===== src/pcm_pins_pkg.sv =====
// Package: constants, carrier types and enums for the PCM highway pin block
// Function
// Frame sync: input at 8 kHz or 4 kHz, output at 8 kHz only.
// With 4 kHz frame sync input, bit clock must be a 2.048 MHz input.
// Bit clock is input or output at 2.048, 4.096, 8.192 or 16.384 MHz; the generated clock has a fixed 800 ns period that bc_rate does not set.
// Each driver enable is low exactly while its port sends valid data.
// Transmit pins of ports 0 and 1 float in reset; push-pull or open-drain.
// Transmit pins 2 and 3 weakly low; async mode uses them as channel clocks.
// Async mode: port 0 pins carry channel 2 data, port 1 pins channel 3.
// Async mode: port 0 enable is channel 2 send request, port 2 input its clear.
// Async mode: port 1 enable is channel 3 send request, port 3 input its clear.
// Driver enables are sampled as straps in reset, then driven high.
package pcm_pins_pkg;
	localparam int CLK_HZ = 10_000_000;
	localparam int BCLK_GEN_NS = 800;
	localparam int BCLK_HALF_CYC = (BCLK_GEN_NS * (CLK_HZ / 1_000_000)) / 2000;
	localparam int DIV_W = 3;
	localparam int FRAME_BITS = 256;
	localparam int SLOT_BITS = 8;
	localparam int PORTS = 4;
	localparam int BUF_DEPTH = 2;
	localparam logic [7:0] LAST_BIT = 8'(FRAME_BITS - 1);
	localparam logic [7:0] LAST_SLOT_BIT = 8'(SLOT_BITS - 1);
	localparam logic [DIV_W-1:0] DIV_LAST = DIV_W'(BCLK_HALF_CYC - 1);
	localparam logic [3:0] ADR_CTRL = 4'h0;
	localparam logic [3:0] ADR_STATUS = 4'h4;
	localparam logic [3:0] ADR_TXDATA = 4'h8;
	localparam logic [3:0] ADR_RXDATA = 4'hC;
	localparam logic [3:0] SEL_ALL = 4'hF;
	localparam logic [31:0] WORD_ZERO = 32'h0000_0000;

	typedef enum logic [1:0] {BC_2M048, BC_4M096, BC_8M192, BC_16M384} bc_rate_t;
	typedef enum logic [1:0] {TX_WAIT, TX_SLOT, TX_REST} tx_state_t;

	typedef struct packed {
		logic [3:0] port_en;
		logic ext_clk_out;
		logic open_drain;
		logic async_mode;
		bc_rate_t bc_rate;
		logic bc_out;
		logic fs_4k;
		logic fs_out;
	} ctrl_t;
	localparam int CTRL_W = $bits(ctrl_t);
	localparam ctrl_t CTRL_RST = ctrl_t'(12'h000);

	typedef struct packed {
		logic rx_new;
		logic cfg_err;
		logic tx_full;
		logic tx_empty;
		logic [3:0] straps;
	} status_t;

	typedef struct packed {
		logic fs;
		logic bclk;
		logic [3:0] rxd;
		logic [3:0] den_n;
		logic [1:0] ext_clk;
	} pins_in_t;
	localparam int PIN_W = $bits(pins_in_t);
endpackage


===== src/pin_sync2.sv =====
// Two-stage synchroniser for pin inputs
`timescale 1ns/10ps
module pin_sync2 #(
	parameter int W = 1
) (
	// Clock
	input wire logic clk_i,
	// Data
	input wire logic [W-1:0] d_i,
	output logic [W-1:0] q_o
);
	typedef struct packed {
		logic [W-1:0] meta;
		logic [W-1:0] stable;
	} sync_st_t;

	sync_st_t s;
	sync_st_t n;

	// No reset: these are data stages, settled within two cycles
	always_comb begin
		n.meta = d_i;
		n.stable = s.meta;
	end

	always_ff @(posedge clk_i) begin
		s <= n;
	end

	assign q_o = s.stable;
endmodule


===== src/pcm_word_buffer.sv =====
// Small valid/ready word buffer in front of the transmit slots
`timescale 1ns/10ps
module pcm_word_buffer #(
	parameter int WIDTH = 32,
	parameter int DEPTH = 2
) (
	// Clock and reset
	input wire logic clk_i,
	input wire logic rst_i,
	// Filling side
	input wire logic in_valid_i,
	output logic in_ready_o,
	input wire logic [WIDTH-1:0] in_data_i,
	// Draining side
	output logic out_valid_o,
	input wire logic out_ready_i,
	output logic [WIDTH-1:0] out_data_o
);
	localparam int AW = (DEPTH > 1) ? $clog2(DEPTH) : 1;

	typedef struct packed {
		logic [DEPTH-1:0][WIDTH-1:0] mem;
		logic [AW-1:0] wr;
		logic [AW-1:0] rd;
		logic [AW:0] cnt;
	} buf_st_t;

	buf_st_t s;
	buf_st_t n;
	logic push;
	logic pop;

	assign in_ready_o = s.cnt != (AW+1)'(DEPTH);
	assign out_valid_o = s.cnt != '0;
	assign out_data_o = s.mem[s.rd];
	assign push = in_valid_i & in_ready_o;
	assign pop = out_valid_o & out_ready_i;

	always_comb begin
		n = s;
		if (push) begin
			n.mem[s.wr] = in_data_i;
			n.wr = (s.wr == AW'(DEPTH - 1)) ? '0 : AW'(s.wr + 1'b1);
		end
		if (pop) begin
			n.rd = (s.rd == AW'(DEPTH - 1)) ? '0 : AW'(s.rd + 1'b1);
		end
		n.cnt = (AW+1)'(s.cnt + (AW+1)'(push) - (AW+1)'(pop));
	end

	always_ff @(posedge clk_i) begin
		if (rst_i) begin
			s <= '0;
		end else begin
			s <= n;
		end
	end
endmodule


===== src/pcm_highway_port_pins.sv =====
// PCM highway port pins: four serial ports, shared framing, async channel reuse
//
// Our own choices: register access over Wishbone and the address map.
`timescale 1ns/10ps
module pcm_highway_port_pins (
	// Clock and reset
	input wire logic clk_i,
	input wire logic rst_i,
	// Wishbone slave
	input wire logic wb_cyc_i,
	input wire logic wb_stb_i,
	input wire logic wb_we_i,
	input wire logic [3:0] wb_adr_i,
	input wire logic [3:0] wb_sel_i,
	input wire logic [31:0] wb_dat_i,
	output logic [31:0] wb_dat_o,
	output logic wb_ack_o,
	// Frame sync and bit clock pins
	input wire logic frame_sync_line_i,
	output logic frame_sync_line_o,
	output logic frame_sync_line_oe_o,
	input wire logic serial_bit_clock_line_i,
	output logic serial_bit_clock_line_o,
	output logic serial_bit_clock_line_oe_o,
	// Serial data pins
	input wire logic [3:0] pcm_rxd_i,
	output logic [3:0] pcm_txd_o,
	output logic [3:0] pcm_txd_oe_o,
	input wire logic [1:0] pcm_txd23_i,
	// Driver enable pins
	input wire logic port0_driver_enable_n_i,
	output logic port0_driver_enable_n_o,
	output logic port0_driver_enable_n_oe_o,
	input wire logic port1_driver_enable_n_i,
	output logic port1_driver_enable_n_o,
	output logic port1_driver_enable_n_oe_o,
	input wire logic port2_driver_enable_n_i,
	output logic port2_driver_enable_n_o,
	output logic port2_driver_enable_n_oe_o,
	input wire logic port3_driver_enable_n_i,
	output logic port3_driver_enable_n_o,
	output logic port3_driver_enable_n_oe_o,
	// Line controller channels
	input wire logic async_ch2_transmit_i,
	input wire logic async_ch3_transmit_i,
	input wire logic async_ch2_rts_n_i,
	input wire logic async_ch3_rts_n_i,
	output logic async_ch2_receive_o,
	output logic async_ch3_receive_o,
	output logic async_ch2_clear_to_send_o,
	output logic async_ch3_clear_to_send_o,
	output logic async_ch2_external_clock_o,
	output logic async_ch3_external_clock_o
);
	typedef struct packed {
		pcm_pins_pkg::ctrl_t ctrl;
		logic [3:0] straps;
		logic cfg_err;
		logic rx_new;
		logic clk_prev;
		logic fs_prev;
		logic [pcm_pins_pkg::DIV_W-1:0] div_cnt;
		logic gen_clk;
		logic [7:0] bit_cnt;
		pcm_pins_pkg::tx_state_t state;
		logic [31:0] tx_word;
		logic tx_have;
		logic [31:0] rx_sh;
		logic [31:0] rx_word;
		logic ack;
		logic [31:0] dat;
		logic fs_o;
		logic fs_oe;
		logic bc_o;
		logic bc_oe;
		logic [3:0] txd_o;
		logic [3:0] txd_oe;
		logic [3:0] den_o;
		logic [3:0] den_oe;
		logic [1:0] lc_rx;
		logic [1:0] lc_cts;
		logic [1:0] lc_clk;
	} st_t;

	st_t s;
	st_t n;
	pcm_pins_pkg::pins_in_t raw;
	pcm_pins_pkg::pins_in_t sy;
	pcm_pins_pkg::ctrl_t wr_ctrl;
	pcm_pins_pkg::status_t stat;
	pcm_pins_pkg::status_t wr_stat;
	logic clk_now;
	logic tick;
	logic frame_start;
	logic req;
	logic wr_ok;
	logic push;
	logic illegal;
	logic [3:0] vld;
	logic buf_in_ready;
	logic buf_out_valid;
	logic [31:0] buf_out_data;

	assign raw.fs = frame_sync_line_i;
	assign raw.bclk = serial_bit_clock_line_i;
	assign raw.rxd = pcm_rxd_i;
	assign raw.den_n = {port3_driver_enable_n_i, port2_driver_enable_n_i,
		port1_driver_enable_n_i, port0_driver_enable_n_i};
	assign raw.ext_clk = pcm_txd23_i;

	pin_sync2 #(
		.W(pcm_pins_pkg::PIN_W)
	) u_sync (
		.clk_i(clk_i),
		.d_i(raw),
		.q_o(sy)
	);

	// Bit clock is ours when driven out, else the synchronised pin
	assign clk_now = s.ctrl.bc_out ? s.gen_clk : sy.bclk;
	assign tick = clk_now & ~s.clk_prev;
	assign frame_start = tick & (s.ctrl.fs_out ? (s.bit_cnt == pcm_pins_pkg::LAST_BIT)
		: (sy.fs & ~s.fs_prev));
	assign vld = {4{(s.state == pcm_pins_pkg::TX_SLOT) & s.tx_have & ~s.ctrl.async_mode}}
		& s.ctrl.port_en;

	assign req = wb_cyc_i & wb_stb_i & ~s.ack;
	assign wr_ok = wb_we_i & (wb_sel_i == pcm_pins_pkg::SEL_ALL);
	assign push = req & wr_ok & (wb_adr_i == pcm_pins_pkg::ADR_TXDATA);
	assign wr_ctrl = pcm_pins_pkg::ctrl_t'(wb_dat_i[pcm_pins_pkg::CTRL_W-1:0]);
	assign illegal = (wr_ctrl.fs_out & wr_ctrl.fs_4k)
		| (wr_ctrl.fs_4k & (wr_ctrl.bc_out | (wr_ctrl.bc_rate != pcm_pins_pkg::BC_2M048)));
	assign wr_stat = pcm_pins_pkg::status_t'(wb_dat_i[7:0]);
	assign stat = '{rx_new: s.rx_new, cfg_err: s.cfg_err, tx_full: ~buf_in_ready,
		tx_empty: ~buf_out_valid, straps: s.straps};

	// Transmit words wait here; a full buffer holds off the bus ack
	pcm_word_buffer #(
		.WIDTH(32),
		.DEPTH(pcm_pins_pkg::BUF_DEPTH)
	) u_buf (
		.clk_i(clk_i),
		.rst_i(rst_i),
		.in_valid_i(push),
		.in_ready_o(buf_in_ready),
		.in_data_i(wb_dat_i),
		.out_valid_o(buf_out_valid),
		.out_ready_i(frame_start),
		.out_data_o(buf_out_data)
	);

	always_comb begin
		n = s;
		// Register access
		n.ack = req & ~(push & ~buf_in_ready);
		if (n.ack) begin
			if (wb_adr_i == pcm_pins_pkg::ADR_CTRL) begin
				n.dat = {20'h00000, s.ctrl};
				if (wr_ok && illegal) begin
					n.cfg_err = 1'b1;
				end else if (wr_ok) begin
					n.ctrl = wr_ctrl;
				end
			end else if (wb_adr_i == pcm_pins_pkg::ADR_STATUS) begin
				n.dat = {24'h000000, stat};
				if (wr_ok && wr_stat.cfg_err) begin
					n.cfg_err = 1'b0;
				end
			end else if (wb_adr_i == pcm_pins_pkg::ADR_RXDATA) begin
				n.dat = s.rx_word;
				n.rx_new = 1'b0;
			end else begin
				n.dat = pcm_pins_pkg::WORD_ZERO;
			end
		end
		// Internal bit clock divider
		if (s.div_cnt == pcm_pins_pkg::DIV_LAST) begin
			n.div_cnt = '0;
			n.gen_clk = ~s.gen_clk;
		end else begin
			n.div_cnt = pcm_pins_pkg::DIV_W'(s.div_cnt + 1'b1);
		end
		n.clk_prev = clk_now;
		// Slot engine, one step per bit clock rising edge
		if (tick) begin
			n.fs_prev = sy.fs;
			if (frame_start) begin
				n.bit_cnt = '0;
				n.state = pcm_pins_pkg::TX_SLOT;
				n.tx_have = buf_out_valid;
				n.tx_word = buf_out_valid ? buf_out_data : pcm_pins_pkg::WORD_ZERO;
			end else begin
				n.bit_cnt = 8'(s.bit_cnt + 1'b1);
				if (s.state == pcm_pins_pkg::TX_SLOT) begin
					for (int p = 0; p < pcm_pins_pkg::PORTS; p++) begin
						n.tx_word[8*p+:8] = {s.tx_word[8*p+:7], 1'b0};
						n.rx_sh[8*p+:8] = {s.rx_sh[8*p+:7], sy.rxd[p]};
					end
					if (s.bit_cnt == pcm_pins_pkg::LAST_SLOT_BIT) begin
						n.state = pcm_pins_pkg::TX_REST;
						n.rx_word = n.rx_sh;
						n.rx_new = 1'b1;
					end
				end
			end
		end
		// Framing pins
		n.fs_o = s.ctrl.fs_out & (s.bit_cnt == pcm_pins_pkg::LAST_BIT);
		n.fs_oe = s.ctrl.fs_out;
		n.bc_o = s.gen_clk;
		n.bc_oe = s.ctrl.bc_out;
		// PCM data and driver enables
		for (int p = 0; p < pcm_pins_pkg::PORTS; p++) begin
			n.txd_o[p] = vld[p] & s.tx_word[8*p+7];
			n.txd_oe[p] = vld[p] & ~(s.ctrl.open_drain && p < 2 && s.tx_word[8*p+7]);
			n.den_o[p] = ~vld[p];
			n.den_oe[p] = 1'b1;
		end
		// Line controller reuse of the port pins
		if (s.ctrl.async_mode) begin
			n.txd_o[0] = async_ch2_transmit_i;
			n.txd_oe[0] = ~(s.ctrl.open_drain & async_ch2_transmit_i);
			n.txd_o[1] = async_ch3_transmit_i;
			n.txd_oe[1] = ~(s.ctrl.open_drain & async_ch3_transmit_i);
			n.den_o[0] = async_ch2_rts_n_i;
			n.den_o[1] = async_ch3_rts_n_i;
			n.txd_o[3:2] = {2{s.ctrl.ext_clk_out & s.gen_clk}};
			n.txd_oe[3:2] = {2{s.ctrl.ext_clk_out}};
		end
		n.lc_rx = {sy.rxd[1], sy.rxd[0]};
		n.lc_cts = {sy.rxd[3], sy.rxd[2]};
		n.lc_clk = s.ctrl.ext_clk_out ? {2{s.gen_clk}} : sy.ext_clk;
	end

	always_ff @(posedge clk_i) begin
		if (rst_i) begin
			s <= st_t'('0);
			s.straps <= sy.den_n;
		end else begin
			s <= n;
		end
	end

	assign wb_dat_o = s.dat;
	assign wb_ack_o = s.ack;
	assign frame_sync_line_o = s.fs_o;
	assign frame_sync_line_oe_o = s.fs_oe;
	assign serial_bit_clock_line_o = s.bc_o;
	assign serial_bit_clock_line_oe_o = s.bc_oe;
	assign pcm_txd_o = s.txd_o;
	assign pcm_txd_oe_o = s.txd_oe;
	assign port0_driver_enable_n_o = s.den_o[0];
	assign port0_driver_enable_n_oe_o = s.den_oe[0];
	assign port1_driver_enable_n_o = s.den_o[1];
	assign port1_driver_enable_n_oe_o = s.den_oe[1];
	assign port2_driver_enable_n_o = s.den_o[2];
	assign port2_driver_enable_n_oe_o = s.den_oe[2];
	assign port3_driver_enable_n_o = s.den_o[3];
	assign port3_driver_enable_n_oe_o = s.den_oe[3];
	assign async_ch2_receive_o = s.lc_rx[0];
	assign async_ch3_receive_o = s.lc_rx[1];
	assign async_ch2_clear_to_send_o = s.lc_cts[0];
	assign async_ch3_clear_to_send_o = s.lc_cts[1];
	assign async_ch2_external_clock_o = s.lc_clk[0];
	assign async_ch3_external_clock_o = s.lc_clk[1];

	// Checks
	property p_refuse_bad_cfg;
		@(posedge clk_i) disable iff (rst_i)
		(req && wr_ok && wb_adr_i == pcm_pins_pkg::ADR_CTRL && illegal)
		|=> s.cfg_err && s.ctrl == $past(s.ctrl);
	endproperty
	a_refuse_bad_cfg: assert property (p_refuse_bad_cfg) else $error("bad config stored");

	property p_fs4k_needs_2m_in;
		@(posedge clk_i) disable iff (rst_i)
		s.ctrl.fs_4k |-> !s.ctrl.fs_out && !s.ctrl.bc_out
			&& s.ctrl.bc_rate == pcm_pins_pkg::BC_2M048;
	endproperty
	a_fs4k_needs_2m_in: assert property (p_fs4k_needs_2m_in) else $error("4k sync clock");

	property p_bclk_dir;
		@(posedge clk_i) disable iff (rst_i)
		1'b1 |=> serial_bit_clock_line_oe_o == $past(s.ctrl.bc_out);
	endproperty
	a_bclk_dir: assert property (p_bclk_dir) else $error("bit clock direction wrong");

	property p_den_tracks_valid;
		@(posedge clk_i) disable iff (rst_i)
		!s.ctrl.async_mode |=> {port1_driver_enable_n_o, port0_driver_enable_n_o,
			port3_driver_enable_n_o, port2_driver_enable_n_o}
			== ~{$past(vld[1:0]), $past(vld[3:2])};
	endproperty
	a_den_tracks_valid: assert property (p_den_tracks_valid) else $error("enable mismatch");

	property p_txd01_float;
		@(posedge clk_i) disable iff (1'b0)
		rst_i |=> pcm_txd_oe_o[1:0] == 2'b00;
	endproperty
	a_txd01_float: assert property (p_txd01_float) else $error("port 0/1 driven in reset");

	property p_txd23_weak;
		@(posedge clk_i) disable iff (rst_i)
		(!s.ctrl.async_mode && vld[3:2] == 2'b00) |=> pcm_txd_oe_o[3:2] == 2'b00
			&& pcm_txd_o[3:2] == 2'b00;
	endproperty
	a_txd23_weak: assert property (p_txd23_weak) else $error("port 2/3 not weak low");

	property p_ch2_transmit;
		@(posedge clk_i) disable iff (rst_i)
		(s.ctrl.async_mode && !s.ctrl.open_drain) |=> pcm_txd_oe_o[0]
			&& pcm_txd_o[0] == $past(async_ch2_transmit_i);
	endproperty
	a_ch2_transmit: assert property (p_ch2_transmit) else $error("channel 2 data lost");

	property p_ch2_rts;
		@(posedge clk_i) disable iff (rst_i)
		s.ctrl.async_mode |=> port0_driver_enable_n_o == $past(async_ch2_rts_n_i);
	endproperty
	a_ch2_rts: assert property (p_ch2_rts) else $error("channel 2 request wrong");

	property p_ch3_cts;
		@(posedge clk_i) disable iff (rst_i)
		!$past(rst_i) |-> async_ch3_clear_to_send_o == $past(pcm_rxd_i[3], 3);
	endproperty
	a_ch3_cts: assert property (p_ch3_cts) else $error("channel 3 clear wrong");

	property p_strap_release;
		@(posedge clk_i) disable iff (1'b0)
		rst_i ##1 !rst_i |=> {port3_driver_enable_n_oe_o, port0_driver_enable_n_oe_o}
			== 2'b11 && port0_driver_enable_n_o && port3_driver_enable_n_o;
	endproperty
	a_strap_release: assert property (p_strap_release) else $error("enable not high");

	property p_strap_float;
		@(posedge clk_i) disable iff (1'b0)
		rst_i |=> !port1_driver_enable_n_oe_o && !port2_driver_enable_n_oe_o;
	endproperty
	a_strap_float: assert property (p_strap_float) else $error("enable driven in reset");

	c_frame_with_word: cover property (@(posedge clk_i) disable iff (rst_i)
		frame_start && buf_out_valid);
	c_async_mode: cover property (@(posedge clk_i) disable iff (rst_i)
		s.ctrl.async_mode && !async_ch2_rts_n_i);
	c_cfg_refused: cover property (@(posedge clk_i) disable iff (rst_i) $rose(s.cfg_err));
endmodule


===== config.mk =====
export PLATFORM = sky130hd
export DESIGN_NAME = pcm_highway_port_pins
export DESIGN_NICKNAME = d
export VERILOG_FILES = /design/src/pcm_pins_pkg.sv /design/src/pin_sync2.sv /design/src/pcm_word_buffer.sv /design/src/pcm_highway_port_pins.sv
export SDC_FILE = /design/constraint.sdc
export NUM_CORES = 1
export LEC_CHECK = 0
export ABC_AREA = 0
export BUFFER_PORTS_ARGS = -buffer_cell sky130_fd_sc_hd__buf_4
export CORE_MARGIN = 1
export CORE_UTILIZATION = 49
export CTS_CLUSTER_DIAMETER = 80
export CTS_CLUSTER_SIZE = 30
export DETAILED_ROUTE_END_ITERATION = 10
export MAX_ROUTING_LAYER = met4
export PLACE_DENSITY = 0.69
export SYNTH_ARGS = -nofsm -noshare
export SYNTH_HDL_FRONTEND = slang
export SYNTH_SLANG_ARGS = --single-unit

===== constraint.sdc =====
create_clock -name clk_i -period 3.1 [get_ports clk_i]
set_input_delay 0.155 -clock clk_i [delete_from_list [all_inputs] [get_ports clk_i]]
set_output_delay 0.155 -clock clk_i [all_outputs]
set_load 0.01 [all_outputs]

# Word-level counts from Yosys, hierarchy flattened
# Index checks and enable logic that the tools add are counted.
# totals
register_bits	282
in_bits	61
word_cells	159
# op_classes
eq_ne	10
n_addsub	6
magnitude_cmp	3
bitwise_logic	47
n_mux	32
n_reduce_logical	20
# op_table
cell	n
32-bit 2-to-1 mux	7
64-bit bitwise mux	1
42-bit 2-to-1 mux	1
34-bit 2-to-1 mux	1
32-bit demux with 1-bit select	1
1-bit bitwise AND	26
1-bit NOT	18
1-bit 2-to-1 mux	16
4-bit == test (second input constant)	3
4-bit AND reduction	3
2-bit nonzero test	6
10-bit 2-to-1 mux	1
8-bit by 1-bit adder with 8-bit output (second input constant)	1
8-bit by 3-bit == test with 1-bit output (second input constant)	1
8-bit == test (second input constant)	1
8-bit 2-to-1 mux	1
2-bit 2-to-1 mux	3
3-bit AND reduction	2
1-bit logical AND	5
4-bit bitwise AND	1
4-bit by 3-bit == test with 1-bit output (second input constant)	1
4-bit logical NOT	1
1-bit by 2-bit < comparator with 1-bit output (second input constant)	2
2-bit AND reduction	2
11 further kinds	13

# Depth between registers and ports, before layout
# logic_depth
word_depth	12
ltp_mapped	12

# By module
# Synthesis repeated with hierarchy kept, for this count alone.
# hier_totals
hier_cells	1196
hier_area_um2	11393.4
# modules_own_cells
mod	cells_per_inst	instances	area_each_um2
pcm_highway_port_pins	831	1	7672.4
pcm_word_buffer	341	1	3240.6
pin_sync2	24	1	480.5

# Worst setup path after synthesis
# No wires, ideal clock.
# synth_timing
kind	register to register
startpoint	register s[158] (netlist name)
endpoint	register u_buf.s[1] (netlist name)
t_required_ns	2.972
n_path_buf	1
arrival_ns	2.183
setup_slack_ns	0.789
synth_period_minus_slack_ns	2.311
stages_incl_launch_ff	13
path_cell_list	dfxtp_1 -> ha_1 -> and4_1 -> a21o_1 -> clkbuf_1 -> nand2_1 -> inv_1 -> ha_1 -> inv_1 -> ha_1 -> xor2_1 -> xnor2_1 -> nor2_1
# synth_via
elab_chain_len	5
# synth_lines
element	line	rtl
start: declaration	pcm_highway_port_pins.sv:85	st_t s;
start signal: assignment	pcm_highway_port_pins.sv:237	s <= st_t'('0);
start signal: assignment	pcm_highway_port_pins.sv:240	s <= n;
8-bit == test	pcm_highway_port_pins.sv:122	assign frame_start = tick & (s.ctrl.fs_out ? (s.bit_cnt == pcm_pins_pkg::LAST_BIT)
1-bit 2-to-1 mux	pcm_highway_port_pins.sv:122	
1-bit bitwise AND	pcm_highway_port_pins.sv:122	
1-bit bitwise AND	pcm_word_buffer.sv:37	assign pop = out_valid_o & out_ready_i;
named net u_buf.pop	pcm_word_buffer.sv:31	logic pop;
2-bit by 1-bit subtractor with 2-bit output	pcm_word_buffer.sv:48	n.cnt = (AW+1)'(s.cnt + (AW+1)'(push) - (AW+1)'(pop));
end signal: assignment	pcm_word_buffer.sv:55	s <= n;
end: declaration	pcm_word_buffer.sv:28	buf_st_t s;
# The timed path passes the listed nets, and every way through them passes these cells.
# A chain may end at the register's enable or synchronous reset.

# Final worst setup path
# layout_timing
startpoint	register s, in the netlist n[22]
endpoint	register u_buf.s[1] (netlist name)
# layout_via
elab_chain_len	5
# layout_lines
element	line	rtl
1-bit 2-to-1 mux	pcm_highway_port_pins.sv:120	assign clk_now = s.ctrl.bc_out ? s.gen_clk : sy.bclk;
1-bit bitwise AND	pcm_highway_port_pins.sv:121	assign tick = clk_now & ~s.clk_prev;
1-bit bitwise AND	pcm_highway_port_pins.sv:122	
1-bit bitwise AND	pcm_word_buffer.sv:37	
named net u_buf.pop	pcm_word_buffer.sv:31	
2-bit by 1-bit subtractor with 2-bit output	pcm_word_buffer.sv:48	
# The timed path passes the listed nets, and every way through them passes these cells.

==> metrics.csv <==
stage;metric;value;unit
clock_tree;ctsResizeCount;0;
grt;gr-total-overflow;0;
sta;worst_pin_slew;0.934;ns
synth;synth-edff-count;4;
clock_tree;postCtsSetupRepairBufs;0;
clock_tree;clock-sinks;275;
route;drtIter0Drc;686;
clock_tree;clockBufferDepth;3;
synth;synth_top_area_share;49.4;%
grt;grt_busiest_layer;met2;
sta;drv_slew;0;
grt;use_met3;2.66;%
synth;synth_nets;1225;
clock_tree;cts_tree;yes;
finish;layout_commonest_cell;dfxtp_1;
synth;ys_types;60;
setup_path;setup.worst_path.end_class;register;
pwr;power_density;495;mW/mm2
finish;nets;1290;
grt;grtUsageMet2;35.1;%
finish;final_cells;1510;
sta;hold_viol_final;0;
setup_path;crit_type;reg2reg;
synth;syn_area_per_cell;9.48;um2
route;num_vias;8598;
sta;slew_headroom;37.8;%
grt;grt_pass1_vias;7830;
clock_tree;ctsHoldBuffers;49;
sta;totalNegativeSetupSlack;0;ns
finish;drive_gt1_share;15.1;%
pwr;p_leak;4.67;nW
clock_tree;root_buffer;clkbuf_16;
pwr;peakVddDrop;0.000347;V
sta;timing.final.crit_share;81.1;%
floorplanning;rows;54;
setup_path;crit_path_max_fanout;8;
finish;multi_input_area;0.00465;mm2
setup_path;start_kind;register;
sta;fmax;398;MHz
route;drt_first_pass_iters;5;
route;wl_per_cell;17.2;um
synth;ys_warn_count;0;
outcome;status;finished clean;
finish;fillers;1962;
synth;async_flop_share;0;%
synth;synth.area.top_cells;dfxtp_1 (49%), mux2i_1 (9.0%), a21oi_1 (4.2%), nand4_1 (4.0%), o21ai_0 (3.6%);
placed_design;place.gp.congestion;0.890;
route;via_per_inst;5.69;
placed_design;portBuffers;119;
setup_path;slowest_stage;mux2i_1;
setup_path;cp_cell_sequence;mux2i_1, nor3_1, nand2_1, inv_1, ha_1, inv_1, ha_1, xor2_1, xnor2_1, nor2_1;
floorplanning;die-width;152;um
setup_path;required;3.48;ns
sta;skew;0.0245;ns
setup_path;crit_arrival;2.89;ns
floorplanning;start_util;50.2;%
grt;antenna_found_initial;0;
placed_design;place_inst;1438;
finish;antenna_cells;0;
clock_tree;cts_max_level;1;
placed_design;place_hpwl;16300;um
clock_tree;cts_buffers;15;
synth;ys_seq_area_share;50.5;%
sta;period_needed;2.51;ns
synth;synth-seq-cells;275;
floorplanning;coreArea;0.0219;mm2
synth;netlist_area;0.0110;mm2
grt;grt_max_degree;87;
grt;grt.total_usage;23.3;%
floorplanning;ios;120;
clock_tree;clk_latency;0.50;ns
synth;netlist_instances;1159;
flow_run;max-cap-violations;0;
setup_path;critPathMaxStageDelay;0.62;ns
grt;grt_pass1_wl;41300;um
route;antenna_left;0;
route;drc;0;
min_path;hold_path.class;in2reg;
finish;mostFrequentLayoutCells;dfxtp_1 (269), buf_4 (142), mux2i_1 (99), nand2_1 (91), a21oi_1 (91);
finish;syn_to_final_growth;15.3;%
pwr;finalPower;6.26;mW
grt;grtUsageMet1;33.3;%
sta;rsz0062_at_grt;false;
floorplanning;die_area;0.0230;mm2
sta;finalSetupViolations;0;
finish;seq_area;0.00555;mm2
synth;synth_top_cell_by_area;dfxtp_1;
floorplanning;die_y;152;um
synth;synth_top_flop_cell;dfxtp_1;
route;drt_wl_total;26000;um
clock_tree;clkTransAtPathRegs;0.11;ns
[logic make-up after synthesis]
family	Yosys count	share of synthesized area, %
fa+ha+maj	5	0.569
mux	99	9.02
flops	275	50.5
buf+inv	156	7.36
simple gates	326	15.1
xor+xnor	7	0.558
compound gates	291	16.9
[critical path, delay by kind of cell, from the launching register on]
| kind | cells | cell delay (ns) |
|---|---|---|
| multiplexers | 1 | 0.62 |
| XOR/XNOR | 2 | 0.30 |
| buffers and inverters | 2 | 0.15 |
| AND/OR/NAND/NOR | 3 | 0.46 |
| adder cells (fa/ha/maj) | 2 | 0.45 |
| flip-flops | 1 | 0.41 |
[cells in the mapped netlist, types with 3 or more instances]
| cell | n |
|---|---|
| a21oi_1 | 92 |
| a22o_1 | 25 |
| a22oi_1 | 11 |
| a2bb2oi_1 | 4 |
| a31oi_1 | 4 |
| and2_1 | 3 |
| buf_1 | 8 |
| buf_2 | 22 |
| buf_4 | 46 |
| buf_6 | 3 |
| clkbuf_1 | 66 |
| dfxtp_1 | 271 |
| edfxtp_1 | 4 |
| ha_1 | 5 |
| inv_1 | 10 |
| mux2i_1 | 99 |
| nand2_1 | 91 |
| nand2b_1 | 11 |
| nand3_1 | 8 |
| nand4_1 | 71 |
| nor2_1 | 65 |
| nor2b_1 | 8 |
| nor3_1 | 42 |
| o211ai_1 | 10 |
| o21ai_0 | 79 |
| o21ai_1 | 25 |
| o221a_1 | 26 |
| o32ai_1 | 4 |
| or4_1 | 4 |
| xnor2_1 | 6 |
[routing by layer]
metal | share of wire (%) | up-vias
li1 | - | 4261
met1 | 48 | 4066
met2 | 45 | 245
met3 | 5.1 | 26
met4 | 1.5 | 0
met5 | 0 | -
[final timing paths]
check	start	slack (ns)	cells past startpoint	end
setup / recovery	n[22]	0.59	10	u_buf.s[1]
hold / removal	wb_adr_i[2]	0.07	3	s[173]
setup reg to reg	n[22]	0.59	10	u_buf.s[1]
hold reg to reg	u_sync.n[7]	0.31	0	u_sync.q_o[7]
[stage by stage]
stage | hold WS, ns | area [um2] | util [%] | worst slack (ns)
floorplan | 0.183 | 11000 | - | 0.789
global placement | 0.259 | 11700 | 53.4 | 0.715
detailed placement | 0.261 | 11700 | 53.4 | 0.634
CTS | 0.0501 | 12700 | 57.9 | 0.621
global route | 0.0679 | 12700 | 57.9 | 0.393
finish | 0.0734 | 12700 | 57.9 | 0.587
[sequential cells by signal (all words and copies together) (netlist names), 4 cells and up]
signal	cells
wb_dat_o	32
pcm_txd_o	4
s	120
u_sync.n	12
pcm_txd_oe_o	4
u_sync.q_o	12
u_buf.s	68
n	7
[where the power goes]
part | internal [mW] | switching (mW) | total, mW
clock | 0.960 | 1.25 | 2.21
sequential | 3.61 | 0.0312 | 3.64
combinational | 0.185 | 0.236 | 0.421
total | 4.75 | 1.51 | 6.26
[cell type report]
| class | count | share of cell area (%) |
|---|---|---|
| Timing Repair Buffer | 193 | 12.6 |
| Tap cell | 280 | 2.77 |
| Sequential cell | 275 | 43.8 |
| Inverter | 11 | 0.326 |
| Clock inverter | 7 | 0.790 |
| Multi-Input combinational cell | 728 | 36.7 |
| Clock buffer | 16 | 2.99 |
Note: power is estimated with default switching activity, not from simulation.
